## src/rtl/motion_pkg.sv

```systemverilog
// Shared constants and carrier types for the motion pin logic
// Function
// - Busy low at most four clocks per command
// - Interrupt low while any cause active
// - System clock is input clock halved, output
// - System clock output frozen during reset
// - Constant speed drive pulses at 50% duty
// - Independent mode: plus and minus outputs
// - Pulse/direction mode: all pulses on first
// - Pulse/direction mode: second output gives direction
// - Up/down mode: first input rise counts up
// - Up/down mode: second input rise counts down
// - Reset needs running clock, held long enough
package motion_pkg;
   localparam int AXES     = 4;
   localparam int PERIOD_W = 16;
   localparam int POS_W    = 32;
   localparam int IRQ_W    = 8;

   // Busy window length in input clocks; must not exceed BUSY_MAX_CLKS
   localparam logic [2:0] BUSY_MAX_CLKS = 3'h4;
   localparam logic [2:0] BUSY_CLKS     = 3'h3;
   localparam logic [2:0] BUSY_RESET    = 3'h0;
   localparam logic       SCLK_RESET    = 1'h0;
   localparam logic       IRQ_RESET     = 1'h0;
   localparam logic [POS_W-1:0] POS_RESET = 32'h0;
   localparam logic [PERIOD_W-1:0] CNT_RESET = 16'h0;

   // Per-axis request from the profile generator
   typedef struct packed {
      logic                drive_en;
      logic                dir_minus;
      logic                pulse_dir_mode;
      logic [PERIOD_W-1:0] half_period;
   } axis_drive_t;

   typedef struct packed {
      logic plus_pulse_out;
      logic minus_pulse_or_direction_out;
   } drive_pins_t;

   typedef struct packed {
      logic phase_a_or_up_count_in;
      logic phase_b_or_down_count_in;
   } count_pins_t;
endpackage : motion_pkg

```

## src/rtl/position_counter_in.sv

```systemverilog
// Count input synchroniser, decoder and real position counter for one axis
`timescale 1ns/1ps
module position_counter_in (
   input  wire logic                     clk,
   input  wire logic                     chip_reset_low,
   input  wire logic                     tick,
   input  wire logic                     updown_mode,
   input  wire motion_pkg::count_pins_t  pins,
   output logic [motion_pkg::POS_W-1:0]  real_pos
);
   typedef struct packed {
      logic [1:0]                  meta;
      logic [1:0]                  sync;
      logic [1:0]                  prev;
      logic [motion_pkg::POS_W-1:0] pos;
   } cnt_state_t;

   cnt_state_t st_q;
   cnt_state_t st_d;
   logic       up_step;
   logic       down_step;

   always_comb begin
      st_d      = st_q;
      up_step   = 1'b0;
      down_step = 1'b0;
      st_d.meta = {pins.phase_a_or_up_count_in, pins.phase_b_or_down_count_in};
      st_d.sync = st_q.meta;
      if (tick) begin
         st_d.prev = st_q.sync;
         if (updown_mode) begin
            up_step   = st_q.sync[1] & ~st_q.prev[1];
            down_step = st_q.sync[0] & ~st_q.prev[0];
         end else if ((^(st_q.sync ^ st_q.prev)) == 1'b1) begin
            // Only single-phase changes are legal steps; a double change is dropped
            up_step   = st_q.prev[0] ^ st_q.sync[1];
            down_step = ~up_step;
         end
         if (up_step && !down_step) begin
            st_d.pos = st_q.pos + 32'h1;
         end else if (down_step && !up_step) begin
            st_d.pos = st_q.pos - 32'h1;
         end
      end
   end

   always_ff @(posedge clk) begin
      if (!chip_reset_low) begin
         st_q <= '{meta: 2'h0, sync: 2'h0, prev: 2'h0, pos: motion_pkg::POS_RESET};
      end else begin
         st_q <= st_d;
      end
   end

   assign real_pos = st_q.pos;
endmodule : position_counter_in

```

## src/rtl/motion_pins.sv

```systemverilog
// Host busy/interrupt pins, half-rate system clock and four axes of pulse pins
`timescale 1ns/1ps
module motion_pins (
   input  wire logic                                      clk,
   input  wire logic                                      chip_reset_low,
   input  wire logic                                      cmd_write,
   output logic                                           cmd_accept,
   output logic                                           command_busy_low,
   input  wire logic [motion_pkg::IRQ_W-1:0]              irq_cause,
   output logic                                           host_irq_low,
   output logic                                           host_irq_oe,
   output logic                                           sclk_out,
   output logic                                           sclk_tick,
   input  wire motion_pkg::axis_drive_t [motion_pkg::AXES-1:0] drive,
   input  wire logic [motion_pkg::AXES-1:0]               updown_mode,
   output motion_pkg::drive_pins_t [motion_pkg::AXES-1:0] drive_pins,
   input  wire motion_pkg::count_pins_t [motion_pkg::AXES-1:0] count_pins,
   output logic [motion_pkg::AXES-1:0][motion_pkg::POS_W-1:0] real_pos
);
   ////////////////////////////////////////////////////////////////////////////////
   // State
   typedef struct packed {
      logic [motion_pkg::PERIOD_W-1:0] cnt;
      logic                            phase;
      motion_pkg::drive_pins_t         pins;
   } axis_gen_t;

   typedef struct packed {
      logic                               sclk;
      logic [2:0]                         busy_cnt;
      logic                               irq;
      axis_gen_t [motion_pkg::AXES-1:0]   ax;
   } top_state_t;

   localparam axis_gen_t  AX_RESET = '{cnt: motion_pkg::CNT_RESET, phase: 1'b0, pins: 2'h0};

   top_state_t st_q;
   top_state_t st_d;
   logic       tick;
   logic       wrap;
   logic [motion_pkg::PERIOD_W:0] next_cnt;

   // Axis logic advances once per system clock period
   assign tick       = st_q.sclk;
   assign cmd_accept = cmd_write && (st_q.busy_cnt == 3'h0);

   ////////////////////////////////////////////////////////////////////////////////
   // Next state
   always_comb begin
      st_d     = st_q;
      wrap     = 1'b0;
      next_cnt = 17'h0;
      st_d.sclk = ~st_q.sclk;
      // Writes that land inside the busy window are dropped, not queued
      if (cmd_accept) begin
         st_d.busy_cnt = motion_pkg::BUSY_CLKS;
      end else if (st_q.busy_cnt != 3'h0) begin
         st_d.busy_cnt = st_q.busy_cnt - 3'h1;
      end
      st_d.irq = |irq_cause;
      for (int i = 0; i < motion_pkg::AXES; i++) begin
         next_cnt = {1'b0, st_q.ax[i].cnt} + 17'h1;
         wrap     = next_cnt >= {1'b0, drive[i].half_period};
         if (!drive[i].drive_en) begin
            st_d.ax[i].cnt   = motion_pkg::CNT_RESET;
            st_d.ax[i].phase = 1'b0;
         end else if (tick) begin
            // Equal high and low halves give the constant speed duty
            if (wrap) begin
               st_d.ax[i].cnt   = motion_pkg::CNT_RESET;
               st_d.ax[i].phase = ~st_q.ax[i].phase;
            end else begin
               st_d.ax[i].cnt = next_cnt[motion_pkg::PERIOD_W-1:0];
            end
         end
         if (drive[i].pulse_dir_mode) begin
            st_d.ax[i].pins.plus_pulse_out               = st_d.ax[i].phase;
            st_d.ax[i].pins.minus_pulse_or_direction_out = drive[i].dir_minus;
         end else begin
            st_d.ax[i].pins.plus_pulse_out               = st_d.ax[i].phase & ~drive[i].dir_minus;
            st_d.ax[i].pins.minus_pulse_or_direction_out = st_d.ax[i].phase & drive[i].dir_minus;
         end
      end
   end

   ////////////////////////////////////////////////////////////////////////////////
   // Registers; reset only acts on a clock edge, so a stopped clock cannot reset
   always_ff @(posedge clk) begin
      if (!chip_reset_low) begin
         st_q.sclk     <= motion_pkg::SCLK_RESET;
         st_q.busy_cnt <= motion_pkg::BUSY_RESET;
         st_q.irq      <= motion_pkg::IRQ_RESET;
         st_q.ax       <= {motion_pkg::AXES{AX_RESET}};
      end else begin
         st_q <= st_d;
      end
   end

   assign command_busy_low = (st_q.busy_cnt == 3'h0);
   assign host_irq_low     = 1'b0;
   assign host_irq_oe      = st_q.irq;
   assign sclk_out         = st_q.sclk;
   assign sclk_tick        = tick;

   ////////////////////////////////////////////////////////////////////////////////
   // Per-axis count inputs
   for (genvar g = 0; g < motion_pkg::AXES; g++) begin : g_axis
      assign drive_pins[g] = st_q.ax[g].pins;
      position_counter_in u_cnt (
         .clk         (clk),
         .chip_reset_low      (chip_reset_low),
         .tick        (tick),
         .updown_mode (updown_mode[g]),
         .pins        (count_pins[g]),
         .real_pos    (real_pos[g])
      );
   end

   for (genvar k = 0; k < motion_pkg::AXES; k++) begin : g_chk

   end
endmodule : motion_pins

```

## config.mk

```make
export PLATFORM = sky130hd
export DESIGN_NAME = motion_pins
export DESIGN_NICKNAME = d
export VERILOG_FILES = /design/src/rtl/motion_pkg.sv /design/src/rtl/position_counter_in.sv /design/src/rtl/motion_pins.sv
export SDC_FILE = /design/constraint.sdc
export NUM_CORES = 1
export LEC_CHECK = 0
export BUFFER_PORTS_ARGS = -buffer_cell sky130_fd_sc_hd__buf_2
export CORE_AREA = 2 2 196 198
export DETAILED_ROUTE_END_ITERATION = 12
export DIE_AREA = 0 0 198 200
export PLACE_DENSITY = 0.67
export SYNTH_ARGS = -nofsm -noshare
export SYNTH_HDL_FRONTEND = slang
export SYNTH_SLANG_ARGS = --single-unit
```

## constraint.sdc

```tcl
create_clock -name clk -period 10.1 [get_ports clk]
set_clock_uncertainty 0.05 [all_clocks]
set_input_delay 1.01 -clock clk [delete_from_list [all_inputs] [get_ports clk]]
set_output_delay 1.01 -clock clk [all_outputs]
set_load 0.005 [all_outputs]
```

==> results.sh, run 1 <==
export IMPL_status="finished, final reports clean"
export IMPL_avgSynthCellArea_sq_um=7.70
export IMPL_cpMaxStageDelayCell="nor2_1"
export IMPL_die_y_um=200
export IMPL_drtPass1Iterations=6
export IMPL_ioPinCount=241
export IMPL_cts_setup_buffers=0
export IMPL_layout_commonest_cell="nand2_1"
export IMPL_hold_viol=0
export IMPL_crit_required_ps=10520
export IMPL_ys_seq_area_share_pct=25.3
export IMPL_synth_async_reset_ratio_pct=0
export IMPL_fp_row_count=71
export IMPL_post_route_period_util_pct=45.7
export IMPL_p_total_w=0.00335
export IMPL_numCtsBuffers=29
export IMPL_area_growth_pct=8.56
export IMPL_tightest_slew_ps=969
export IMPL_drive_gt1_share_pct=12.9
export IMPL_synth_cell_types=72
export IMPL_gp_congestion=0.912
export IMPL_period_needed_ps=4610
export IMPL_finalSetupViolations=0
export IMPL_rr_worst_depth=18
export IMPL_rsz0062_at_grt="no"
export IMPL_crit_path_max_incr_delay_ps=520
export IMPL_layoutNonFillerInstCount=2992
export IMPL_leakage_nw=9.48
export IMPL_core_area_sq_mm=0.0374
export IMPL_max_freq_mhz=217
export IMPL_yosys_most_used_dff="dfxtp_1"
export IMPL_comb_power_share_pct=37.7
export IMPL_io_buffers=239
export IMPL_critPathArrivalTime_ps=5040
export IMPL_fillCellCount=3613
export IMPL_ys_warn_count=0
export IMPL_cts_resized=0
export IMPL_dr_first_iter_drc_count=945
export IMPL_netlist_area_sq_mm=0.0185
export IMPL_p_sw_w=0.00116
export IMPL_reg2reg_slack_ps=5490
export IMPL_dpl_cell_count=2939
export IMPL_swShare_pct=34.6
export IMPL_r2r_start="st_q[41]$_SDFFE_PN0P_"
export IMPL_internal_power_w=0.00219
export IMPL_dieArea_sq_mm=0.0396
export IMPL_end_kind="flop"
export IMPL_via_per_inst=5.53
export IMPL_max_cap_violations=0
export IMPL_critical_path_buf_inv_count=0
export IMPL_slew_violations=0
export IMPL_track_usage_pct=21.9
export IMPL_cp_common_cell="a21o_1"
export IMPL_ir_worst_vdd_mv=0.145
export IMPL_min_to="g_axis[3].u_cnt.st_q[35]$_SDFF_PN0_"
export IMPL_cts_path_max_buffers=3
export IMPL_grt_max_degree=74
export IMPL_p_clk_share_pct=31.6
export IMPL_final_util_pct=53.6
export IMPL_start_util_pct=49.4
export IMPL_hold_path_startpoint="g_axis[3].u_cnt.st_d[35]$_SDFF_PN0_"
export IMPL_reg2reg_to="st_q[43]$_SDFFE_PN0P_"
export IMPL_crit_chain="ha_1 > nand3_1 > nor2_1 > nand3_1 > nor2_1 > nand2_1 > xnor2_1 > ha_1 > a21o_1 > a21o_1 > a21o_1 > a21o_1 > a221o_1 > nand2_1 > o311ai_1 > nor2_1 > nand3b_1 > a21oi_1"
export IMPL_htree_levels=1
export IMPL_totalWireLength_mm=44.6
export IMPL_syn_nets=2703
export IMPL_synth_edf_count=0
export IMPL_clock_latency_ps=570
export IMPL_drc=0
export IMPL_clock_sinks=233
export IMPL_grt_pass1_vias=15700
export IMPL_final_nets=2764
export IMPL_ant_nets=0
export IMPL_vias=16500
export IMPL_grt_ovfl_total=0
export IMPL_min_delay_path_depth=1
export IMPL_synth_seq_cells=233
export IMPL_cp_top_family="simple AND/OR/NAND/NOR gates"
export IMPL_start_kind="flop"
export IMPL_power_density_mw_per_mm2=167
export IMPL_routedWlPerCell_um=14.9
export IMPL_holdBufCountCts=0
export IMPL_pwr_share_seq_pct=30.7
export IMPL_antenna_found_initial=2
export IMPL_cts_tree="yes"
export IMPL_hpwl_mm=32.4
export IMPL_grt_pass1_wl_mm=73.6
export IMPL_path_class="flop to flop"
export IMPL_hp_class="flop to flop"
export IMPL_die_x_um=198
export IMPL_clkSlewWorstSetupHoldPaths_ps=60
export IMPL_relSlewSlack_pct=34.4
export IMPL_cts_root_buf="clkbuf_16"
export IMPL_setup_tns_ps=0
export IMPL_synth_cells=2398
export IMPL_mostFrequentLayoutCells="nand2_1 (302), buf_2 (238), dfxtp_1 (232)"
export IMPL_cp_max_fo=8
## kinds of logic (layout without fill, tap and decap cells)
kind of cell	after synthesis	count (layout)	share of synthesized area, %
other	1	4	0.0203
adder cells (fa/ha/maj)	206	206	14.1
XOR/XNOR	165	165	7.83
multiplexers	14	14	0.773
AND/OR/NAND/NOR	822	822	21.3
buffers and inverters	342	422	9.77
AO/OA/AOI/OAI	615	615	21.0
flip-flops	233	233	25.3
## flip-flops by register name, indices dropped and copies added, names as in the netlist
| register | flops |
|---|---|
| drive_pins | 8 |
| sclk_out | 1 |
| st_q | 71 |
| g_axis.u_cnt.st_d | 8 |
| host_irq_oe | 1 |
| g_axis.u_cnt.st_q | 16 |
| g_axis.u_cnt.real_pos | 128 |
## power groups by stage
stage	clock network, W	registers (W)	logic, W
5_1_grt	0.00113	0.00104	0.00142
2_1_floorplan	0	0.00103	0.00105
3_3_place_gp	0	0.00105	0.00123
6_report	0.00106	0.00103	0.00126
3_5_place_dp	0	0.00105	0.00125
4_1_cts	0.00109	0.00103	0.00126
## how the worst max path moves through the flow
stage                                                      from                                         to  depth (start not counted)
after detailed placement                         updown_mode[3]  g_axis[3].u_cnt.real_pos[30]$_SDFFE_PN0P_                         15
after floorplan                                  updown_mode[0]  g_axis[0].u_cnt.real_pos[31]$_SDFFE_PN0P_                         14
final                                     st_q[41]$_SDFFE_PN0P_                      st_q[43]$_SDFFE_PN0P_                         18
after CTS                 g_axis[1].u_cnt.st_q[32]$_SDFFE_PN0P_  g_axis[1].u_cnt.real_pos[28]$_SDFFE_PN0P_                         19
after global routing                      st_q[41]$_SDFFE_PN0P_                      st_q[46]$_SDFFE_PN0P_                         18
after global placement                           updown_mode[0]  g_axis[0].u_cnt.real_pos[30]$_SDFFE_PN0P_                         16
## final cells by class
cell class                      instances  area [sq um]  share of cell area (%)
Antenna cell                            3          7.51                  0.0375
Tap cell                              511           639                    3.19
Multi-Input combinational cell       1823         12000                    59.9
Timing Repair Buffer                  257          1330                    6.65
Clock buffer                           39           823                    4.11
Clock inverter                         11           136                   0.680
Inverter                              115           434                    2.17
Sequential cell                       233          4670                    23.3
## worst reg2reg max path: stages (launching register included)
cell      delay [ps]
dfxtp_1          410
ha_1             310
nand3_1          100
nor2_1           290
nand3_1          210
nor2_1           260
nand2_1          110
xnor2_1          310
ha_1             330
a21o_1           160
a21o_1           160
a21o_1           170
a21o_1           170
a221o_1          290
nand2_1          110
o311ai_1         280
nor2_1           520
nand3b_1         140
a21oi_1          160
## through the flow
stage,worst slack (ps),area (sq um),hold slack [ps]
global route,4950,20000,390
floorplan,5600,18500,362
detailed placement,5350,19100,370
global placement,5440,19100,365
finish,5490,20000,383
CTS,5520,20000,384
## per-layer routing
layer,track usage (%),part of all wire [%],up-vias
met5,0,0,-
met4,6.54,2.5,0
met3,4.25,5.8,69
met2,37.4,45,342
met1,28.1,46,7634
li1,-,-,8502
## cells in the mapped netlist (4+ instances only)
cell type    n  area, sq um
mux2i_1     12          120
xor2_1      74          648
nor2b_1     15         93.8
nand2b_1    19          119
o211ai_1    21          158
a21oi_1    220         1100
nand2_1    302         1130
nand4b_1    16          140
o21ai_0    116          581
o31a_1       4         35.0
a21o_1      92          691
nand3b_1    15          113
buf_4      138         1040
a311oi_1     4         35.0
ha_1       202         2530
dfxtp_1    233         4660
and2_1      28          175
a31oi_1     16          100
and3_1      37          231
nor4_1      20          125
nand3_1    125          626
nor4b_1      4         35.0
nor2_1     145          544
a41oi_1      5         43.8
a211oi_1    30          225
o21bai_1    17          128
o2111ai_1    4         35.0
a22oi_1      4         30.0
nor3_1      32          160
a221oi_1     4         35.0
inv_1      114          428
nand4_1     27          169
clkbuf_1    83          312
xnor2_1     91          797
or4_1        4         30.0
o31ai_1     15          113
or3_1       19          119
buf_1        5         18.8
o21a_1      27          203
fa_1         4         80.1
and4_1       7         61.3
Note: power is estimated with default switching activity, not from simulation.
==> run 2, diff against run 1 <==
clock period = 4.66 ns   (was 10.1 ns; I/O delays follow)
==> run 2 against run 1 <==
Against the previous run:
- sequential cell count stayed put
- sequential power is 120% higher
- register-to-register slack worse by 5200 ps
- routed wire length is 1.6% higher
- combinational power is 120% higher
- largest power group unchanged
==> results.sh, run 2 (synthesis results as in run 1) <==
export IMPL_critical_path_buf_inv_count=3
export IMPL_fillCellCount=3609
export IMPL_track_usage_pct=22.3
export IMPL_die_y_um=200
export IMPL_critPathArrivalTime_ps=4780
export IMPL_drive_gt1_share_pct=14.2
export IMPL_fp_row_count=71
export IMPL_p_total_w=0.00731
export IMPL_pwr_share_seq_pct=30.5
export IMPL_hp_class="input pin to flop"
export IMPL_ioPinCount=241
export IMPL_largest_reg_flops=128
export IMPL_post_route_period_util_pct=93.4
export IMPL_crit_required_ps=5090
export IMPL_grt_max_degree=80
export IMPL_reg2reg_slack_ps=310
export IMPL_crit_path_max_incr_delay_ps=420
export IMPL_power_density_mw_per_mm2=361
export IMPL_rr_worst_depth=19
export IMPL_hpwl_mm=33.2
export IMPL_via_per_inst=5.52
export IMPL_totalWireLength_mm=45.3
export IMPL_post_place_ws_ps=69.9
export IMPL_dieArea_sq_mm=0.0396
export IMPL_finalSetupViolations=0
export IMPL_setup_tns_ps=0
export IMPL_mostFrequentLayoutCells="nand2_1 (302), buf_2 (238), dfxtp_1 (232)"
export IMPL_cp_max_fo=13
export IMPL_dr_first_iter_drc_count=839
export IMPL_max_freq_mhz=230
export IMPL_drtPass1Iterations=5
export IMPL_cp_top_family="compound AO/OA/AOI/OAI gates"
export IMPL_final_util_pct=54.2
export IMPL_top_layer_used="met5"
export IMPL_p_sw_w=0.00254
export IMPL_numCtsBuffers=29
export IMPL_htree_levels=1
export IMPL_grt_pass1_wl_mm=74.5
export IMPL_ir_worst_vdd_mv=0.279
export IMPL_start_kind="flop"
export IMPL_grt_ovfl_total=0
export IMPL_drc=0
export IMPL_start_util_pct=49.4
export IMPL_gp_congestion=0.891
export IMPL_routedWlPerCell_um=15.0
export IMPL_antenna_found_initial=2
export IMPL_cts_root_buf="clkbuf_16"
export IMPL_wl_met3_mm=2.16
export IMPL_cpMaxStageDelayCell="a2111oi_2"
export IMPL_layout_commonest_cell="nand2_1"
export IMPL_hold_viol=0
export IMPL_internal_power_w=0.00477
export IMPL_route_layer_met1_wl_mm=21.4
export IMPL_io_buffers=239
export IMPL_vias=16600
export IMPL_cts_tree="yes"
export IMPL_comb_power_share_pct=38.6
export IMPL_area_growth_pct=9.71
export IMPL_cts_path_max_buffers=3
export IMPL_status="finished, final reports clean"
export IMPL_clock_latency_ps=550
export IMPL_p_clk_share_pct=30.9
export IMPL_leakage_nw=9.58
export IMPL_tightest_slew_ps=1080
export IMPL_end_kind="flop"
export IMPL_die_x_um=198
export IMPL_clock_sinks=233
export IMPL_grt_pass1_vias=15600
export IMPL_final_nets=2783
export IMPL_crit_chain="inv_1 > ha_1 > xor2_1 > nand2b_1 > o21a_1 > ha_1 > inv_2 > buf_4 > ha_1 > a21o_1 > a21o_1 > a21o_1 > a21oi_1 > o21ai_0 > o211a_1 > a2111oi_2 > xnor2_1 > or3_1 > a21oi_1"
export IMPL_ant_nets=0
export IMPL_dr_wl_met2_mm=20.8
export IMPL_relSlewSlack_pct=26.7
export IMPL_max_cap_violations=0
export IMPL_cp_depth=19
export IMPL_core_area_sq_mm=0.0374
export IMPL_holdBufCountCts=0
export IMPL_slew_violations=0
export IMPL_clkSlewWorstSetupHoldPaths_ps=60
export IMPL_period_needed_ps=4350
export IMPL_swShare_pct=34.8
export IMPL_min_delay_path_depth=2
export IMPL_path_class="flop to flop"
export IMPL_setup_slack_ps=307
[run 2: cell types whose count changed in the layout (fill, tap and decap cells not counted), moves of 2 or more]
cell        change
o21ai_0         -3
buf_4          +18
clkinvlp_4      +2
a2111oi_0       -2
inv_1           -2
o31ai_2         +3
ha_2            +2
o31ai_1         -4
o21ai_1         +3
clkbuf_8        +2
ha_1            -2
a2111oi_2       +2
[run 2: what timing repair did]
action,in CTS,in global routing
buffers inserted,0,4
resized for setup,0,22
setup endpoints to repair,0,15
[run 2: power groups by stage]
| stage | clock network [W] | logic [W] | registers [W] |
|---|---|---|---|
| 2_1_floorplan | 0 | 0.00227 | 0.00223 |
| 3_3_place_gp | 0 | 0.00270 | 0.00227 |
| 3_5_place_dp | 0 | 0.00273 | 0.00227 |
| 4_1_cts | 0.00232 | 0.00275 | 0.00223 |
| 5_1_grt | 0.00240 | 0.00317 | 0.00224 |
| 6_report | 0.00226 | 0.00283 | 0.00223 |
[run 2: stage by stage]
stage / instances / hold WS [ps] / instance area (sq um)
CTS: 3004 / 40.5 / 20100
global placement: 2954 / 366 / 19200
global route: 3008 / 60.1 / 20300
floorplan: 2398 / 362 / 18500
detailed placement: 2954 / 371 / 19200
finish: 3010 / 73.4 / 20300
[run 2: area by class of cell]
class                   instances  area [sq um]  share of cell area (%)
multi-input cells            1823         12100                    59.6
repair buffers                276          1480                    7.31
inverters                     115           438                    2.16
clock inverters                 9           100                   0.494
diodes                          2          5.00                  0.0247
flip-flops and latches        233          4670                    23.0
well taps                     511           639                    3.16
clock buffers                  41           851                    4.20
[run 2: per-layer routing]
layer / up-vias / GRT usage (%)
met4: 2 / 6.18
met2: 314 / 38.1
met5: - / 0
li1: 8528 / -
met1: 7710 / 29.3
met3: 68 / 3.38
[run 2: final timing paths]
kind                                         startpoint                                         to
hold reg to reg     g_axis[0].u_cnt.st_d[35]$_SDFF_PN0_        g_axis[0].u_cnt.st_q[35]$_SDFF_PN0_
hold / removal                            count_pins[2]        g_axis[1].u_cnt.st_d[34]$_SDFF_PN0_
setup reg to reg  g_axis[0].u_cnt.st_q[32]$_SDFFE_PN0P_  g_axis[0].u_cnt.real_pos[31]$_SDFFE_PN0P_
setup / recovery  g_axis[0].u_cnt.st_q[32]$_SDFFE_PN0P_  g_axis[0].u_cnt.real_pos[31]$_SDFFE_PN0P_
